[src/rtl/cww_pkg.sv]
package cww_pkg;

	// ----------------------------------------------------------------
	// Register indices, byte address is four times the index
	// ----------------------------------------------------------------
	localparam logic [7:0] CODE_WINDOW_CONFIG_INDEX  = 8'h0b; // Window start and end
	localparam logic [7:0] PROGRAM_WAIT_CONFIG_INDEX = 8'h0c; // Program and SFR waits
	localparam logic [7:0] DATA_WAIT_CONFIG_INDEX    = 8'h0d; // Low and high data waits
	localparam logic [7:0] MEMORY_STATUS_INDEX       = 8'h0e; // Lock and busy flags

	// ----------------------------------------------------------------
	// Values after reset
	// ----------------------------------------------------------------
	localparam logic [7:0] CODE_WINDOW_CONFIG_RESET  = 8'h30;
	localparam logic [7:0] PROGRAM_WAIT_CONFIG_RESET = 8'h8b;
	localparam logic [7:0] DATA_WAIT_CONFIG_RESET    = 8'hff;
	localparam logic [7:0] FIXED_ONE_BITS            = 8'h88; // Bits 7 and 3 read as one

	// ----------------------------------------------------------------
	// Field positions
	// ----------------------------------------------------------------
	localparam int WINDOW_START_LSB    = 0; // Start digit, bits 3:0
	localparam int WINDOW_END_LSB      = 6; // End select, bits 7:6
	localparam int PROGRAM_WAIT_LSB    = 0; // Program waits, bits 1:0
	localparam int INTERNAL_WAIT_BIT   = 2; // Internal code wait enable
	localparam int SFR_WAIT_LSB        = 4; // SFR waits, bits 6:4
	localparam int LOW_DATA_WAIT_LSB   = 0; // Waits below the half point
	localparam int HIGH_DATA_WAIT_LSB  = 4; // Waits above the half point

	// ----------------------------------------------------------------
	// Window end addresses by end select code
	// ----------------------------------------------------------------
	localparam logic [15:0] WINDOW_END_00 = 16'h3fff;
	localparam logic [15:0] WINDOW_END_01 = 16'h7fff;
	localparam logic [15:0] WINDOW_END_10 = 16'hbfff;
	localparam logic [15:0] WINDOW_END_11 = 16'hffff;

	// ----------------------------------------------------------------
	// Cycle counts
	// ----------------------------------------------------------------
	localparam logic [4:0] WINDOW_BYTE_EXTRA = 5'h03; // Extra cycles, byte window read
	localparam logic [4:0] WINDOW_WORD_EXTRA = 5'h06; // Extra cycles, word window read
	localparam logic [4:0] EXT_DATA_BASE     = 5'h02; // Built-in cycles per external byte

	// ----------------------------------------------------------------
	// Access spaces requested by the core
	// ----------------------------------------------------------------
	typedef enum logic [1:0]
	{
		SPACE_PROGRAM = 2'b00,
		SPACE_DATA    = 2'b01,
		SPACE_SFR     = 2'b10
	} cww_space_type;

	// Sequencer states
	typedef enum logic [0:0]
	{
		ST_IDLE = 1'b0,
		ST_BUSY = 1'b1
	} cww_state_type;

endpackage : cww_pkg
[src/rtl/cww_memory_control.sv]
`timescale 1ns/1ps
`default_nettype none

// How it works
// - Window reads go to program memory, same address
// - Window reads add three byte, six word cycles
// - Window writes add no extra cycles
// - Config holds start low nibble, end top bits
// - Start digit zero disables the window
// - End select picks 3FFF, 7FFF, BFFF, FFFF
// - Internal RAM wins over the window
// - Window addresses never reach external data memory
// - Window config takes only first write after reset
// - Start versus end is never compared
// - Enable bit applies program waits to internal code
// - Lower and upper data halves have separate waits
// - Program waits zero to three, bits 1:0
// - SFR waits zero to seven, bits 6:4
// - Program wait bits 3, 7 fixed one
// - Reset loads program wait register with 8BH
// - Each wait cycle lasts one core clock
// - Data waits: bits 2:0 low, 6:4 high
// - Data waits add to two built-in cycles
module cww_memory_control
	import cww_pkg::*;
#(
	parameter int ADDR_WIDTH    = 16, // Data and program offset width
	parameter int SEGMENT_WIDTH = 8   // Table segment width
)
(
	// Clock and reset
	input  wire logic                            mclk,
	input  wire logic                            reset_n,
	// APB register port
	input  wire logic                            psel,
	input  wire logic                            penable,
	input  wire logic                            pwrite,
	input  wire logic [11:0]                     paddr,
	input  wire logic [31:0]                     pwdata,
	output logic      [31:0]                     prdata,
	output logic                                 pready,
	output logic                                 pslverr,
	// Core access request
	input  wire logic                            cpuReq,
	input  wire logic [1:0]                      cpuSpace,
	input  wire logic                            cpuWrite,
	input  wire logic                            cpuWord,
	input  wire logic [ADDR_WIDTH-1:0]           cpuAddr,
	input  wire logic [15:0]                     cpuWdata,
	input  wire logic                            internalRamHit,
	input  wire logic                            internalCodeFetch,
	input  wire logic [SEGMENT_WIDTH-1:0]        tableSegment,
	output logic                                 cpuReady,
	output logic                                 cpuDone,
	output logic      [15:0]                     cpuRdata,
	// Memory side
	output logic                                 memStrobe,
	output logic                                 memProgram,
	output logic                                 memWrite,
	output logic                                 memWord,
	output logic      [SEGMENT_WIDTH+ADDR_WIDTH-1:0] memAddr,
	output logic      [15:0]                     memWdata,
	input  wire logic [15:0]                     memRdata
);

	// ----------------------------------------------------------------
	// Elaboration checks
	// ----------------------------------------------------------------
	// The window decode works on a 16-bit offset only
	if (ADDR_WIDTH != 16)
	begin : gen_bad_addr
		$error("cww_memory_control: ADDR_WIDTH must be 16");
	end
	if (SEGMENT_WIDTH < 1 || SEGMENT_WIDTH > 16)
	begin : gen_bad_seg
		$error("cww_memory_control: SEGMENT_WIDTH must be 1 to 16");
	end

	// ----------------------------------------------------------------
	// Functions
	// ----------------------------------------------------------------
	// End address from the two-bit end select
	function automatic logic [15:0] windowEnd(input logic [1:0] sel);
		case (sel)
			2'b00:   windowEnd = WINDOW_END_00;
			2'b01:   windowEnd = WINDOW_END_01;
			2'b10:   windowEnd = WINDOW_END_10;
			default: windowEnd = WINDOW_END_11;
		endcase
	endfunction : windowEnd

	// Pick the data wait field for the half the address falls in
	function automatic logic [2:0] dataWaitFor(input logic [7:0] cfg, input logic [15:0] addr);
		if (addr[15])
			dataWaitFor = cfg[HIGH_DATA_WAIT_LSB +: 3];
		else
			dataWaitFor = cfg[LOW_DATA_WAIT_LSB +: 3];
	endfunction : dataWaitFor

	// ----------------------------------------------------------------
	// Register state
	// ----------------------------------------------------------------
	logic [7:0]    codeWindowConfig;   // Window start and end
	logic          windowLocked;       // Set by the first write
	logic [7:0]    programWaitConfig;  // Only writable bits stored
	logic [7:0]    dataWaitConfig;     // Only writable bits stored
	logic          apbSetup;           // Setup phase of a transfer
	logic          apbAccess;          // Access phase of a transfer
	logic [9:0]    regIndex;           // Word index from the byte address
	logic          indexHit;           // Address names a register
	logic [7:0]    readValue;          // Value for the addressed register
	cww_state_type state;              // Access sequencer state
	logic [4:0]    waitLeft;           // Cycles still to hold the access
	logic          resultFromMemory;   // Read data is taken from memory
	logic [3:0]    windowStart;        // Start digit
	logic [15:0]   windowLast;         // Last address inside the window
	logic          windowActive;       // Start digit is not zero
	logic          inWindowRange;      // Address lies inside the window
	logic          windowRead;         // Data read served from program memory
	logic          windowWrite;        // Data write swallowed by the window

	// ----------------------------------------------------------------
	// APB decode
	// ----------------------------------------------------------------
	assign apbSetup  = psel && !penable;
	assign apbAccess = psel && penable;
	assign regIndex  = paddr[11:2];

	// Registers answer only on word-aligned addresses
	always_comb
	begin
		indexHit  = 1'b0;
		readValue = 8'h00;
		if (paddr[1:0] == 2'b00)
		begin
			case (regIndex)
				{2'b00, CODE_WINDOW_CONFIG_INDEX}:
				begin
					indexHit  = 1'b1;
					readValue = codeWindowConfig;
				end
				{2'b00, PROGRAM_WAIT_CONFIG_INDEX}:
				begin
					indexHit  = 1'b1;
					readValue = programWaitConfig | FIXED_ONE_BITS;
				end
				{2'b00, DATA_WAIT_CONFIG_INDEX}:
				begin
					indexHit  = 1'b1;
					readValue = dataWaitConfig | FIXED_ONE_BITS;
				end
				{2'b00, MEMORY_STATUS_INDEX}:
				begin
					indexHit  = 1'b1;
					readValue = {5'h00, (state == ST_BUSY), windowActive, windowLocked};
				end
				default:
				begin
					indexHit  = 1'b0;
					readValue = 8'h00;
				end
			endcase
		end
	end

	// Slave answers in the first access cycle: data is staged at setup
	assign pready = 1'b1;

	// Read data and error captured during the setup cycle
	always_ff @(posedge mclk or negedge reset_n)
	begin
		if (!reset_n)
		begin
			prdata  <= 32'h0000_0000;
			pslverr <= 1'b0;
		end
		else if (apbSetup)
		begin
			prdata  <= pwrite ? 32'h0000_0000 : {24'h00_0000, readValue};
			pslverr <= !indexHit;
		end
	end

	// ----------------------------------------------------------------
	// Code window register, write once
	// ----------------------------------------------------------------
	// A later write is dropped without error so old code keeps running
	always_ff @(posedge mclk or negedge reset_n)
	begin
		if (!reset_n)
		begin
			codeWindowConfig <= CODE_WINDOW_CONFIG_RESET;
			windowLocked     <= 1'b0;
		end
		else if (apbAccess && pwrite && indexHit &&
			regIndex == {2'b00, CODE_WINDOW_CONFIG_INDEX} && !windowLocked)
		begin
			codeWindowConfig <= pwdata[7:0];
			windowLocked     <= 1'b1;
		end
	end

	// ----------------------------------------------------------------
	// Wait registers
	// ----------------------------------------------------------------
	// Program wait register, reset to 8BH, fixed bits never stored
	always_ff @(posedge mclk or negedge reset_n)
	begin
		if (!reset_n)
			programWaitConfig <= PROGRAM_WAIT_CONFIG_RESET & ~FIXED_ONE_BITS;
		else if (apbAccess && pwrite && indexHit &&
			regIndex == {2'b00, PROGRAM_WAIT_CONFIG_INDEX})
			programWaitConfig <= pwdata[7:0] & ~FIXED_ONE_BITS;
	end

	// Data wait register, reset to all waits at maximum
	always_ff @(posedge mclk or negedge reset_n)
	begin
		if (!reset_n)
			dataWaitConfig <= DATA_WAIT_CONFIG_RESET & ~FIXED_ONE_BITS;
		else if (apbAccess && pwrite && indexHit &&
			regIndex == {2'b00, DATA_WAIT_CONFIG_INDEX})
			dataWaitConfig <= pwdata[7:0] & ~FIXED_ONE_BITS;
	end

	// ----------------------------------------------------------------
	// Window decode
	// ----------------------------------------------------------------
	assign windowStart  = codeWindowConfig[WINDOW_START_LSB +: 4];
	assign windowLast   = windowEnd(codeWindowConfig[WINDOW_END_LSB +: 2]);
	assign windowActive = (windowStart != 4'h0);
	// Start and end checked independently; an inverted pair just matches nothing
	assign inWindowRange = (cpuAddr[15:12] >= windowStart) &&
		(cpuAddr <= windowLast);
	// Internal RAM addresses are left alone even inside the range
	assign windowRead  = windowActive && inWindowRange && !internalRamHit &&
		(cpuSpace == SPACE_DATA) && !cpuWrite;
	assign windowWrite = windowActive && inWindowRange && !internalRamHit &&
		(cpuSpace == SPACE_DATA) && cpuWrite;

	// ----------------------------------------------------------------
	// Cycle budget for the incoming request
	// ----------------------------------------------------------------
	logic [1:0] programWait;   // Program wait count
	logic [2:0] sfrWait;       // SFR wait count
	logic [2:0] dataWait;      // Data wait for the addressed half
	logic [4:0] extraCycles;   // Cycles beyond the first
	logic       goesToMemory;  // Request drives the memory strobes
	logic       goesToProgram; // Request targets program memory

	assign programWait = programWaitConfig[PROGRAM_WAIT_LSB +: 2];
	assign sfrWait     = programWaitConfig[SFR_WAIT_LSB +: 3];
	assign dataWait    = dataWaitFor(dataWaitConfig, cpuAddr);

	// Each count is whole core clocks, so one wait is one cycle
	always_comb
	begin
		extraCycles   = 5'h00;
		goesToMemory  = 1'b0;
		goesToProgram = 1'b0;
		case (cpuSpace)
			SPACE_PROGRAM:
			begin
				goesToMemory  = 1'b1;
				goesToProgram = 1'b1;
				if (!internalCodeFetch)
					extraCycles = {3'b000, programWait};
				else if (programWaitConfig[INTERNAL_WAIT_BIT])
					extraCycles = {3'b000, programWait};
				else
					extraCycles = 5'h00;
			end
			SPACE_SFR:
			begin
				extraCycles = {2'b00, sfrWait};
			end
			SPACE_DATA:
			begin
				if (internalRamHit)
					extraCycles = 5'h00;
				else if (windowRead)
				begin
					goesToMemory  = 1'b1;
					goesToProgram = 1'b1;
					extraCycles = cpuWord ? WINDOW_WORD_EXTRA : WINDOW_BYTE_EXTRA;
				end
				else if (windowWrite)
					extraCycles = 5'h00;
				else
				begin
					goesToMemory = 1'b1;
					// Word access is two byte accesses
					if (cpuWord)
						extraCycles = 5'((EXT_DATA_BASE + {2'b00, dataWait}) << 1);
					else
						extraCycles = EXT_DATA_BASE + {2'b00, dataWait};
				end
			end
			default:
			begin
				extraCycles = 5'h00;
			end
		endcase
	end

	// ----------------------------------------------------------------
	// Access sequencer
	// ----------------------------------------------------------------
	// Requests are taken only while idle
	assign cpuReady = (state == ST_IDLE);

	// State and wait counter
	always_ff @(posedge mclk or negedge reset_n)
	begin
		if (!reset_n)
		begin
			state    <= ST_IDLE;
			waitLeft <= 5'h00;
		end
		else
		begin
			case (state)
				ST_IDLE:
				begin
					if (cpuReq)
					begin
						state    <= ST_BUSY;
						waitLeft <= extraCycles;
					end
				end
				ST_BUSY:
				begin
					if (waitLeft == 5'h00)
						state <= ST_IDLE;
					else
						waitLeft <= waitLeft - 5'h01;
				end
				default:
				begin
					state <= ST_IDLE;
				end
			endcase
		end
	end

	// Memory strobes and address, latched once and held until done
	always_ff @(posedge mclk or negedge reset_n)
	begin
		if (!reset_n)
		begin
			memStrobe        <= 1'b0;
			memProgram       <= 1'b0;
			memWrite         <= 1'b0;
			memWord          <= 1'b0;
			memAddr          <= '0;
			memWdata         <= 16'h0000;
			resultFromMemory <= 1'b0;
		end
		else if (state == ST_IDLE && cpuReq)
		begin
			memStrobe        <= goesToMemory;
			memProgram       <= goesToProgram;
			memWrite         <= cpuWrite && goesToMemory;
			memWord          <= cpuWord;
			// Every request carries the table segment in the upper address bits
			memAddr          <= {tableSegment, cpuAddr};
			memWdata         <= cpuWdata;
			resultFromMemory <= goesToMemory && !cpuWrite;
		end
		else if (state == ST_BUSY && waitLeft == 5'h00)
		begin
			memStrobe <= 1'b0;
			memWrite  <= 1'b0;
		end
	end

	// Completion pulse and read data
	always_ff @(posedge mclk or negedge reset_n)
	begin
		if (!reset_n)
		begin
			cpuDone  <= 1'b0;
			cpuRdata <= 16'h0000;
		end
		else
		begin
			cpuDone <= (state == ST_BUSY) && (waitLeft == 5'h00);
			if (state == ST_BUSY && waitLeft == 5'h00 && resultFromMemory)
				cpuRdata <= memRdata;
		end
	end

endmodule : cww_memory_control

`default_nettype wire

[config.mk]
export PLATFORM = sky130hd
export DESIGN_NAME = cww_memory_control
export DESIGN_NICKNAME = d
export VERILOG_FILES = /design/src/rtl/cww_pkg.sv /design/src/rtl/cww_memory_control.sv
export SDC_FILE = /design/constraint.sdc
export NUM_CORES = 1
export LEC_CHECK = 0
export BUFFER_PORTS_ARGS = -buffer_cell sky130_fd_sc_hd__buf_2
export CAP_MARGIN = 20
export CORE_MARGIN = 1
export CORE_UTILIZATION = 48
export CTS_CLUSTER_SIZE = 28
export DETAILED_ROUTE_END_ITERATION = 6
export PLACE_DENSITY = 0.81
export SLEW_MARGIN = 20
export SYNTH_ARGS = -nofsm -noshare
export SYNTH_HDL_FRONTEND = slang
export SYNTH_SLANG_ARGS = --single-unit
[constraint.sdc]
create_clock -name mclk -period 2.4 [get_ports mclk]
set_input_delay 0 -clock mclk [delete_from_list [all_inputs] [get_ports mclk]]
set_output_delay 0 -clock mclk [all_outputs]
set_load 0.05 [all_outputs]
==> reports/results.tsv, run 1 <==
metric	value	unit
status	completed	
ys async rst share	1.00	
Setup CP Type	reg2reg	
pin count of the biggest net entering global routing	51	
Finished Cell Area	0.00652	mm2
critical path's slowest cell	dlygate4sd3_1	
Post-Syn Area	0.00477	mm2
CORE AREA	0.00968	mm2
Max stage delay on crit path	0.57	ns
Least-Margin Pin Slew	0.639	ns
switching power	3.47	mW
final worst path period need	2.22	ns
Initial Utilization	0.493	
Final Hold Slack	0.0204	ns
Setup WS post-layout	0.182	ns
placed cell area	0.00560	mm2
Clk Latency, worst-skew pair	0.36	ns
final hold violation count	0	
final worst path period share	0.924	
routed via count	4140	
synth-to-layout area growth	36.6	%
Crit path required time	2.70	ns
f_max	0.451	GHz
die height	102	um
DRC	0	
fin nets	816	
CP Data Arrival Time	2.52	ns
ANT cells	0	
vias in the first global route	3950	
die width	102	um
IR drop worst, VDD	0.729	mV
Placer Congestion	0.835	
post-DP HPWL	7930	um
antenna viol nets, final	0	
DRT Pass-1 Iters	4	
Leak	3.38	nW
Yosys warnings	0	
Synth Instances	469	
prevailing post-synth register cell	dfrtp_1	
initial antenna violation count	0	
Pint	3.60	mW
Synth Area per Inst	10.2	um2
root buffer cell	clkbuf_8	
die area	0.0103	mm2
CTS tree	yes	
RSZ-0062 raised after global routing	no	
CTS H-tree lvls	3	
Via density	4.97	
layout cells sized above 1	0.346	
CTS buffer count	9	
startpoint types	flop	
hold crit path type	in2reg	
gr usage total	0.233	
Reg power frac	0.355	
Port Buf Inserts	158	
Final setup violation count	0	
max_cap viols	0	
worst slack, placed	0.441	ns
sequential fraction of the synthesis area	0.517	
clk slew on worst S/H paths	0.10	ns
register bit total from synthesis	98	
drt total wl	12000	um
num rows	36	
Slew headroom	0.574	
Max clock buf depth	2	
WL/cell	14.4	um
initial drt markers	169	
crit path max fanout	4	
Net Sw Frac	0.491	
CP cell instances	inv_1 -> ha_1 -> nand4_1 -> o41ai_4 -> o2111ai_4 -> o31ai_1 -> dlygate4sd3_1	
PwrDens	1080	mW/mm2
Top Ports	208	
Layout Skew	0.0112	ns
grt ovf	0	
Post-synth EDFFs	0	
internal reg-to-reg setup slack	0.18	ns
Yosys cell types	50	
fillers	756	
clock sinks	98	
combinational share of power	0.489	
Clock power frac	0.156	
first-pass GRT wire length	18500	um
total negative slack	0	ns
CP Capture Type	flop	
Slew Viols, Final	0	
Yosys cell counts (2+ instances only):
| cell | number | area (um2) |
|---|---|---|
| a21o_1 | 4 | 30.0 |
| a21oi_1 | 12 | 60.1 |
| a22o_1 | 2 | 17.5 |
| a22oi_1 | 6 | 45.0 |
| a31oi_1 | 3 | 18.8 |
| buf_1 | 2 | 7.51 |
| buf_4 | 26 | 195 |
| clkbuf_1 | 12 | 45.0 |
| conb_1 | 2 | 7.51 |
| dfrtp_1 | 88 | 2200 |
| dfstp_2 | 10 | 263 |
| ha_1 | 9 | 113 |
| inv_1 | 13 | 48.8 |
| mux2_2 | 35 | 394 |
| mux2i_1 | 8 | 80.1 |
| nand2_1 | 142 | 533 |
| nand2b_1 | 5 | 31.3 |
| nand3_1 | 4 | 20.0 |
| nand4_1 | 5 | 31.3 |
| nor2_1 | 19 | 71.3 |
| nor2b_1 | 4 | 25.0 |
| nor3_1 | 3 | 15.0 |
| nor4_4 | 4 | 85.1 |
| o211ai_1 | 3 | 22.5 |
| o21ai_0 | 17 | 85.1 |
| o2bb2ai_1 | 2 | 17.5 |
| o31ai_1 | 2 | 15.0 |
| or2_2 | 2 | 12.5 |
| or4_1 | 3 | 22.5 |
| xnor2_1 | 2 | 17.5 |
layer usage:
metal | wire [um] | GRT usage | vias up
met3 | 681 | 0.0504 | 13
met5 | 0 | 0 | -
met1 | 5010 | 0.285 | 2008
met4 | 101 | 0.0647 | 0
li1 | - | - | 1975
met2 | 6180 | 0.413 | 144
worst paths after layout:
check / startpoint / to / cells past startpoint
setup / recovery: codeWindowConfig[7] / memProgram / 7
min in group asynchronous: reset_n / memAddr[1] / 2
setup reg to reg: codeWindowConfig[7] / memProgram / 7
hold / removal: paddr[5] / windowLocked / 3
hold reg to reg: memWdata[3] / memWdata[3] / 2
max in group asynchronous: reset_n / dataWaitConfig[0] / 3
cell families after synthesis:
family	after synthesis	synth area share
buffers and inverters	56	0.0663
muxes	44	0.103
other	2	0.00157
adders and majority gates	9	0.0236
xor gates and xnor gates	3	0.00551
and+or+nand+nor	198	0.196
AOI/OAI and AO/OA	59	0.0881
DFF	98	0.517
power groups by stage:
stage	registers, mW	clock network (mW)	logic (mW)
floorplan	4.19	0	0.908
global route	2.58	1.20	3.68
finish	2.51	1.10	3.46
CTS	2.51	1.13	3.45
detailed placement	2.54	0	3.35
global placement	2.51	0	3.30
sequential cells by signal (all words and copies together) (netlist names):
name and count:
resultFromMemory 1, prdata 8, waitLeft 5, memProgram 1, memWord 1, programWaitConfig 6, codeWindowConfig 8, cpuDone 1
memWdata 16, memAddr 24, cpuRdata 16, windowLocked 1, memWrite 1, state 1, pslverr 1, dataWaitConfig 6
memStrobe 1
layout by cell type (no fill, tap or decap), types with 5 or more instances in the layout:
master | netlist | routed
a21oi_1 | 12 | 12
a22oi_1 | 6 | 6
buf_2 | 1 | 157
buf_4 | 26 | 7
clkbuf_8 | 0 | 11
conb_1 | 2 | 25
dfrtp_1 | 88 | 87
dfstp_2 | 10 | 10
dlygate4sd3_1 | 0 | 69
ha_1 | 9 | 9
inv_1 | 13 | 13
mux2_2 | 35 | 35
mux2i_1 | 8 | 8
nand2_1 | 142 | 142
nand2b_1 | 5 | 5
nand4_1 | 5 | 5
nor2_1 | 19 | 19
o21ai_0 | 17 | 17
critical path: cells and delay by family, from the launching register on:
| family | cells | cell delay (ns) |
|---|---|---|
| DFF | 1 | 0.36 |
| AOI/OAI and AO/OA | 3 | 0.73 |
| and+or+nand+nor | 1 | 0.14 |
| buffers and inverters | 2 | 0.62 |
| adders and majority gates | 1 | 0.30 |
repair_timing:
item                                   in CTS  in global routing
endpoints found under the hold margin     129                  0
hold buffers                               69                  0
buffers inserted                            0                  3
resized for setup                           0                  1
setup endpoints to repair                   0                  1
final cells by class:
cell class / instances / area, um2 / share of cell area
clock inverter: 4 / 50.0 / 0.00768
timing repair buffer: 234 / 1550 / 0.238
tap: 133 / 166 / 0.0255
inverter: 14 / 52.6 / 0.00806
multi-input combinational: 338 / 2080 / 0.319
sequential: 98 / 2470 / 0.378
clock buffer: 12 / 155 / 0.0238
metrics by stage:
step / power [mW] / cells / utilization
floorplan: 5.09 / 492 / -
global placement: 5.81 / 745 / 0.578
detailed placement: 5.89 / 745 / 0.578
CTS: 7.09 / 830 / 0.671
global route: 7.45 / 833 / 0.673
finish: 7.07 / 833 / 0.673
Note: power is estimated with default switching activity, not from simulation.
==> run 2: changes to the inputs <==
Settings changed: CELL_PAD_IN_SITES_DETAIL_PLACEMENT set to 0, CELL_PAD_IN_SITES_GLOBAL_PLACEMENT set to 1, CORE_UTILIZATION 48 to 35, PLACE_DENSITY 0.81 to not set, PLACE_DENSITY_LB_ADDON set to 0.1.
==> run 2 against run 1 <==
Effect of this change:
- sequential share of layout area decreased by 0.77 points
- critical endpoint is now waitLeft[0]
- maximum frequency increased by 13%
- clock-buffer cell count decreased by 1
- hold slack improved by 0.0043 ns
- total power increased by 6.0%
- non-clock buffer count decreased by 5
- setup slack improved by 0.26 ns
- wire length increased by 1.5%
- first-iteration DRC count increased by 38%
- clock power increased by 42%
- design area increased by 2.0%
- core utilization decreased by 17 points
- highest routed layer unchanged
==> reports/results.tsv, run 2 (synthesized netlist as in run 1, its figures left out) <==
metric	value	unit
status	completed	
synth-to-layout area growth	39.4	%
Slew Viols, Final	0	
WL/cell	13.9	um
num rows	42	
PwrDens	1130	mW/mm2
commonest non-fill, non-tap cell in the layout	buf_2	
max reg flops	24	
CP Data Arrival Time	2.23	ns
RSZ-0062 raised after global routing	no	
final core occ	0.500	
DRC	0	
Setup WS post-layout	0.438	ns
CTS H-tree lvls	3	
startpoint types	flop	
worst slack, placed	0.427	ns
clock sinks	98	
ANT cells	0	
post-DP HPWL	8450	um
CTS buffer count	9	
CTS tree	yes	
Top Ports	208	
initial antenna violation count	0	
die width	119	um
Via density	4.61	
final worst path period share	0.818	
max_cap viols	0	
Crit path required time	2.67	ns
FF/Latch Area	0.00246	mm2
Max clock buf depth	2	
Slew headroom	0.599	
routed via count	4019	
grt ovf	0	
Power, Total	7.50	mW
vias in the first global route	3912	
total negative slack	0	ns
CP Capture Type	flop	
f_max	0.510	GHz
crit path max fanout	9	
Clk Latency, worst-skew pair	0.35	ns
Least-Margin Pin Slew	0.602	ns
die area	0.0141	mm2
most frequent cells in the layout	buf_2 (157), nand2_1 (141), dfrtp_1 (88)	
non-filler instance count after layout	871	
initial drt markers	234	
Initial Utilization	0.359	
Largest regs	memAddr x24, cpuRdata x16, memWdata x16	
DRT Pass-1 Iters	4	
fin nets	811	
multi-input logic area	0.00209	mm2
pin count of the biggest net entering global routing	55	
fillers	1268	
Port Buf Inserts	158	
die height	119	um
clk slew on worst S/H paths	0.06	ns
IR drop worst, VDD	0.646	mV
Setup CP Type	reg2reg	
Placer Congestion	0.787	
Final setup violation count	0	
layout cells sized above 1	0.344	
root buffer cell	clkbuf_16	
Placed Cells	788	
drt total wl	12100	um
Layout Skew	0.00554	ns
CORE AREA	0.0133	mm2
gr usage total	0.180	
final hold violation count	0	
antenna viol nets, final	0	
Largest Register	memAddr	
final worst path period need	1.96	ns
Leak	3.42	nW
first-pass GRT wire length	19800	um
hold crit path type	in2reg	
run 2: cell types whose count changed in the layout (fill, tap and decap cells not counted), moves of 2 or more:
cell | previous run | this run
clkbuf_16 | 0 | 9
buf_4 | 7 | 4
clkbuf_8 | 11 | 1
dlygate4sd3_1 | 69 | 67
run 2: layout make-up:
| type | count | share of cell area |
|---|---|---|
| Clock inverter | 5 | 0.0117 |
| Multi-Input combinational cell | 338 | 0.314 |
| Sequential cell | 98 | 0.371 |
| Timing Repair Buffer | 229 | 0.226 |
| Inverter | 14 | 0.00790 |
| Tap cell | 176 | 0.0331 |
| Clock buffer | 11 | 0.0365 |
run 2: power breakdown:
group          switching, mW  leakage (nW)  internal [mW]  total [mW]
Clock                  0.621         0.156          0.939        1.56
Sequential             0.323          1.19           2.19        2.51
Combinational           2.56          2.08          0.865        3.43
run 2: path summary, 6_finish.rpt:
check	start	to	slack (ns)	cells after the start
max	codeWindowConfig[7]	waitLeft[0]	0.44	7
min	internalRamHit	resultFromMemory	0.02	3
max reg2reg	codeWindowConfig[7]	waitLeft[0]	0.44	7
min reg2reg	memAddr[17]	memAddr[17]	0.47	2
max in group asynchronous	reset_n	cpuRdata[8]	1.49	3
min in group asynchronous	reset_n	memAddr[18]	0.21	2
run 2: worst max-delay path, stage by stage, from the launching register on:
cell,delay [ns]
dfrtp_1,0.36
inv_1,0.06
ha_1,0.29
nand4_1,0.13
o41ai_4,0.29
o2111ai_4,0.27
mux2_4,0.36
o22ai_2,0.13
run 2: stage by stage:
step | hold slack [ns] | area (um2)
after floorplan | -0.296 | 4860
after global placement | 0.0533 | 5660
after detailed placement | 0.0549 | 5660
after CTS | 0.0114 | 6650
after global routing | 0.0427 | 6650
final | 0.0247 | 6650
run 2: metal layers:
layer,track usage,share of wire
met5,0,0
met2,0.278,0.46
met4,0.0688,0.015
met1,0.251,0.47
met3,0.0319,0.050
run 2: repair_timing:
item | CTS | global route
hold endpoints to repair | 112 | 0
hold buffers | 67 | 0
setup buffers | 0 | 0
resized for setup | 0 | 0
==> run 3: changes to the inputs <==
Clock period 2.4 ns to 1.9 ns, I/O delays scaled along.
==> run 3 against run 2 <==
Effect of this change:
- critical path depth rose by 1
- first-iteration DRC count fell by 26%
- sequential power rose by 25%
- non-clock buffer count rose by 18
- register-to-register slack got worse by 0.43 ns
- core utilization rose by 1.1 points
- setup slack got worse by 0.43 ns
- wire length rose by 2.0%
- combinational power rose by 31%
- largest power group unchanged
- largest cell class unchanged
==> reports/results.tsv, run 3 (synthesized netlist as in run 1, its figures left out) <==
metric	value	unit
synth-to-layout area growth	42.4	%
Finished Cell Area	0.00679	mm2
Worst Hold End	memProgram	
crit path max fanout	6	
Max clock buf depth	2	
initial drt markers	174	
initial antenna violation count	0	
DRT Pass-1 Iters	4	
gr usage total	0.185	
Net Sw Frac	0.468	
Final setup violation count	0	
die width	119	um
CP Data Arrival Time	2.12	ns
num rows	42	
antenna viol nets, final	0	
Reg power frac	0.331	
Worst Hold Path Cells	4	
Least-Margin Pin Slew	0.649	ns
final hold violation count	0	
fillers	1252	
layout cells sized above 1	0.363	
most frequent cells in the layout	buf_2 (157), nand2_1 (140), dfrtp_1 (88)	
ANT cells	0	
first-pass GRT wire length	20400	um
clock sinks	98	
f_max	0.527	GHz
placed cell area	0.00579	mm2
drt total wl	12400	um
internal reg-to-reg setup slack	0.004	ns
total negative slack	0	ns
FF/Latch Area	0.00246	mm2
Placed Cells	803	
commonest non-fill, non-tap cell in the layout	buf_2	
Largest regs	memAddr x24, cpuRdata x16, memWdata x16	
final worst path period share	0.998	
combinational share of power	0.475	
Initial Utilization	0.359	
CTS tree	yes	
pin count of the biggest net entering global routing	49	
IR drop worst, VDD	1.02	mV
final core occ	0.511	
Slew headroom	0.567	
Placer Congestion	0.822	
RR Startpoint	codeWindowConfig[2]	
non-filler instance count after layout	889	
grt ovf	0	
max_cap viols	0	
Slew Viols, Final	0	
Crit path required time	2.12	ns
routed via count	4115	
multi-input logic area	0.00210	mm2
PwrDens	1390	mW/mm2
root buffer cell	clkbuf_16	
CTS H-tree lvls	3	
worst r2r path cells	8	
CORE AREA	0.0133	mm2
Layout Skew	0.00739	ns
vias in the first global route	4048	
final worst path period need	1.90	ns
CP Capture Type	flop	
max reg flops	24	
die area	0.0141	mm2
hold wc startpoint	internalRamHit	
post-DP HPWL	8760	um
RSZ-0062 raised after global routing	yes	
DRC	0	
Leak	3.50	nW
Top Ports	208	
die height	119	um
hold crit path type	in2reg	
CTS buffer count	9	
Pint	5.04	mW
switching power	4.43	mW
clk slew on worst S/H paths	0.07	ns
WL/cell	13.9	um
Via density	4.63	
Clock power frac	0.194	
r2r endpoint	waitLeft[1]	
Port Buf Inserts	158	
Largest Register	memAddr	
startpoint types	flop	
status	completed	
Setup CP Type	reg2reg	
Crit. Startpoint	codeWindowConfig[2]	
fin nets	829	
Clk Latency, worst-skew pair	0.34	ns
==> run 3: worst max-delay path by stage <==
stage	end	slack, ns
2_1_floorplan	waitLeft[0]	0.10
3_3_place_gp	waitLeft[1]	0.03
3_5_place_dp	waitLeft[1]	-0.02
4_1_cts	waitLeft[0]	-0.01
5_1_grt	waitLeft[1]	-0.12
6_report	waitLeft[1]	0.004
==> run 3: timing repair <==
| item | 4_1_cts | 5_1_grt |
|---|---|---|
| hold buffers | 66 | 0 |
| setup buffers | 0 | 4 |
| setup endpoints to repair | 6 | 24 |
| pin swaps | 0 | 1 |
| resized for setup | 3 | 3 |
| hold endpoints to repair | 123 | 0 |
==> run 3: metrics by stage <==
step           setup WS [ns]  power, mW  hold WS (ns)
3_3_place_gp          0.0342       7.53        0.0790
3_5_place_dp         -0.0224       7.57        0.0832
4_1_cts              -0.0111       9.57        0.0267
5_1_grt               -0.117       10.0        0.0659
6_report             0.00361       9.48        0.0478
2_1_floorplan          0.102       6.44        -0.296
==> run 3: critical path, cell delays in order, from the launching register on <==
cell and delay, ns:
dfrtp_1 0.36, inv_1 0.06, ha_1 0.29, a21o_1 0.17, a311o_1 0.35, o2111ai_4 0.11
buf_6 0.16, mux2i_1 0.18, o22ai_1 0.09
==> run 3: layer usage <==
layer | GRT usage | share of wire
met1 | 0.244 | 0.46
met2 | 0.302 | 0.47
met3 | 0.0328 | 0.045
met4 | 0.0680 | 0.018
met5 | 0 | 0
==> run 3: power groups by stage <==
| stage | Sequential (mW) | Combinational [mW] | Clock, mW |
|---|---|---|---|
| final | 3.14 | 4.50 | 1.83 |
| after global routing | 3.23 | 4.78 | 1.99 |
| after CTS | 3.14 | 4.51 | 1.91 |
| after detailed placement | 3.18 | 4.40 | 0 |
| after global placement | 3.15 | 4.38 | 0 |
| after floorplan | 5.29 | 1.15 | 0 |
==> run 3: cell type report <==
| cell class | count | share of cell area |
|---|---|---|
| clock buffers | 14 | 0.0389 |
| clock inverters | 2 | 0.00516 |
| inverters | 14 | 0.00773 |
| multi-input cells | 338 | 0.309 |
| flip-flops and latches | 98 | 0.363 |
| well taps | 176 | 0.0324 |
| repair buffers | 247 | 0.244 |
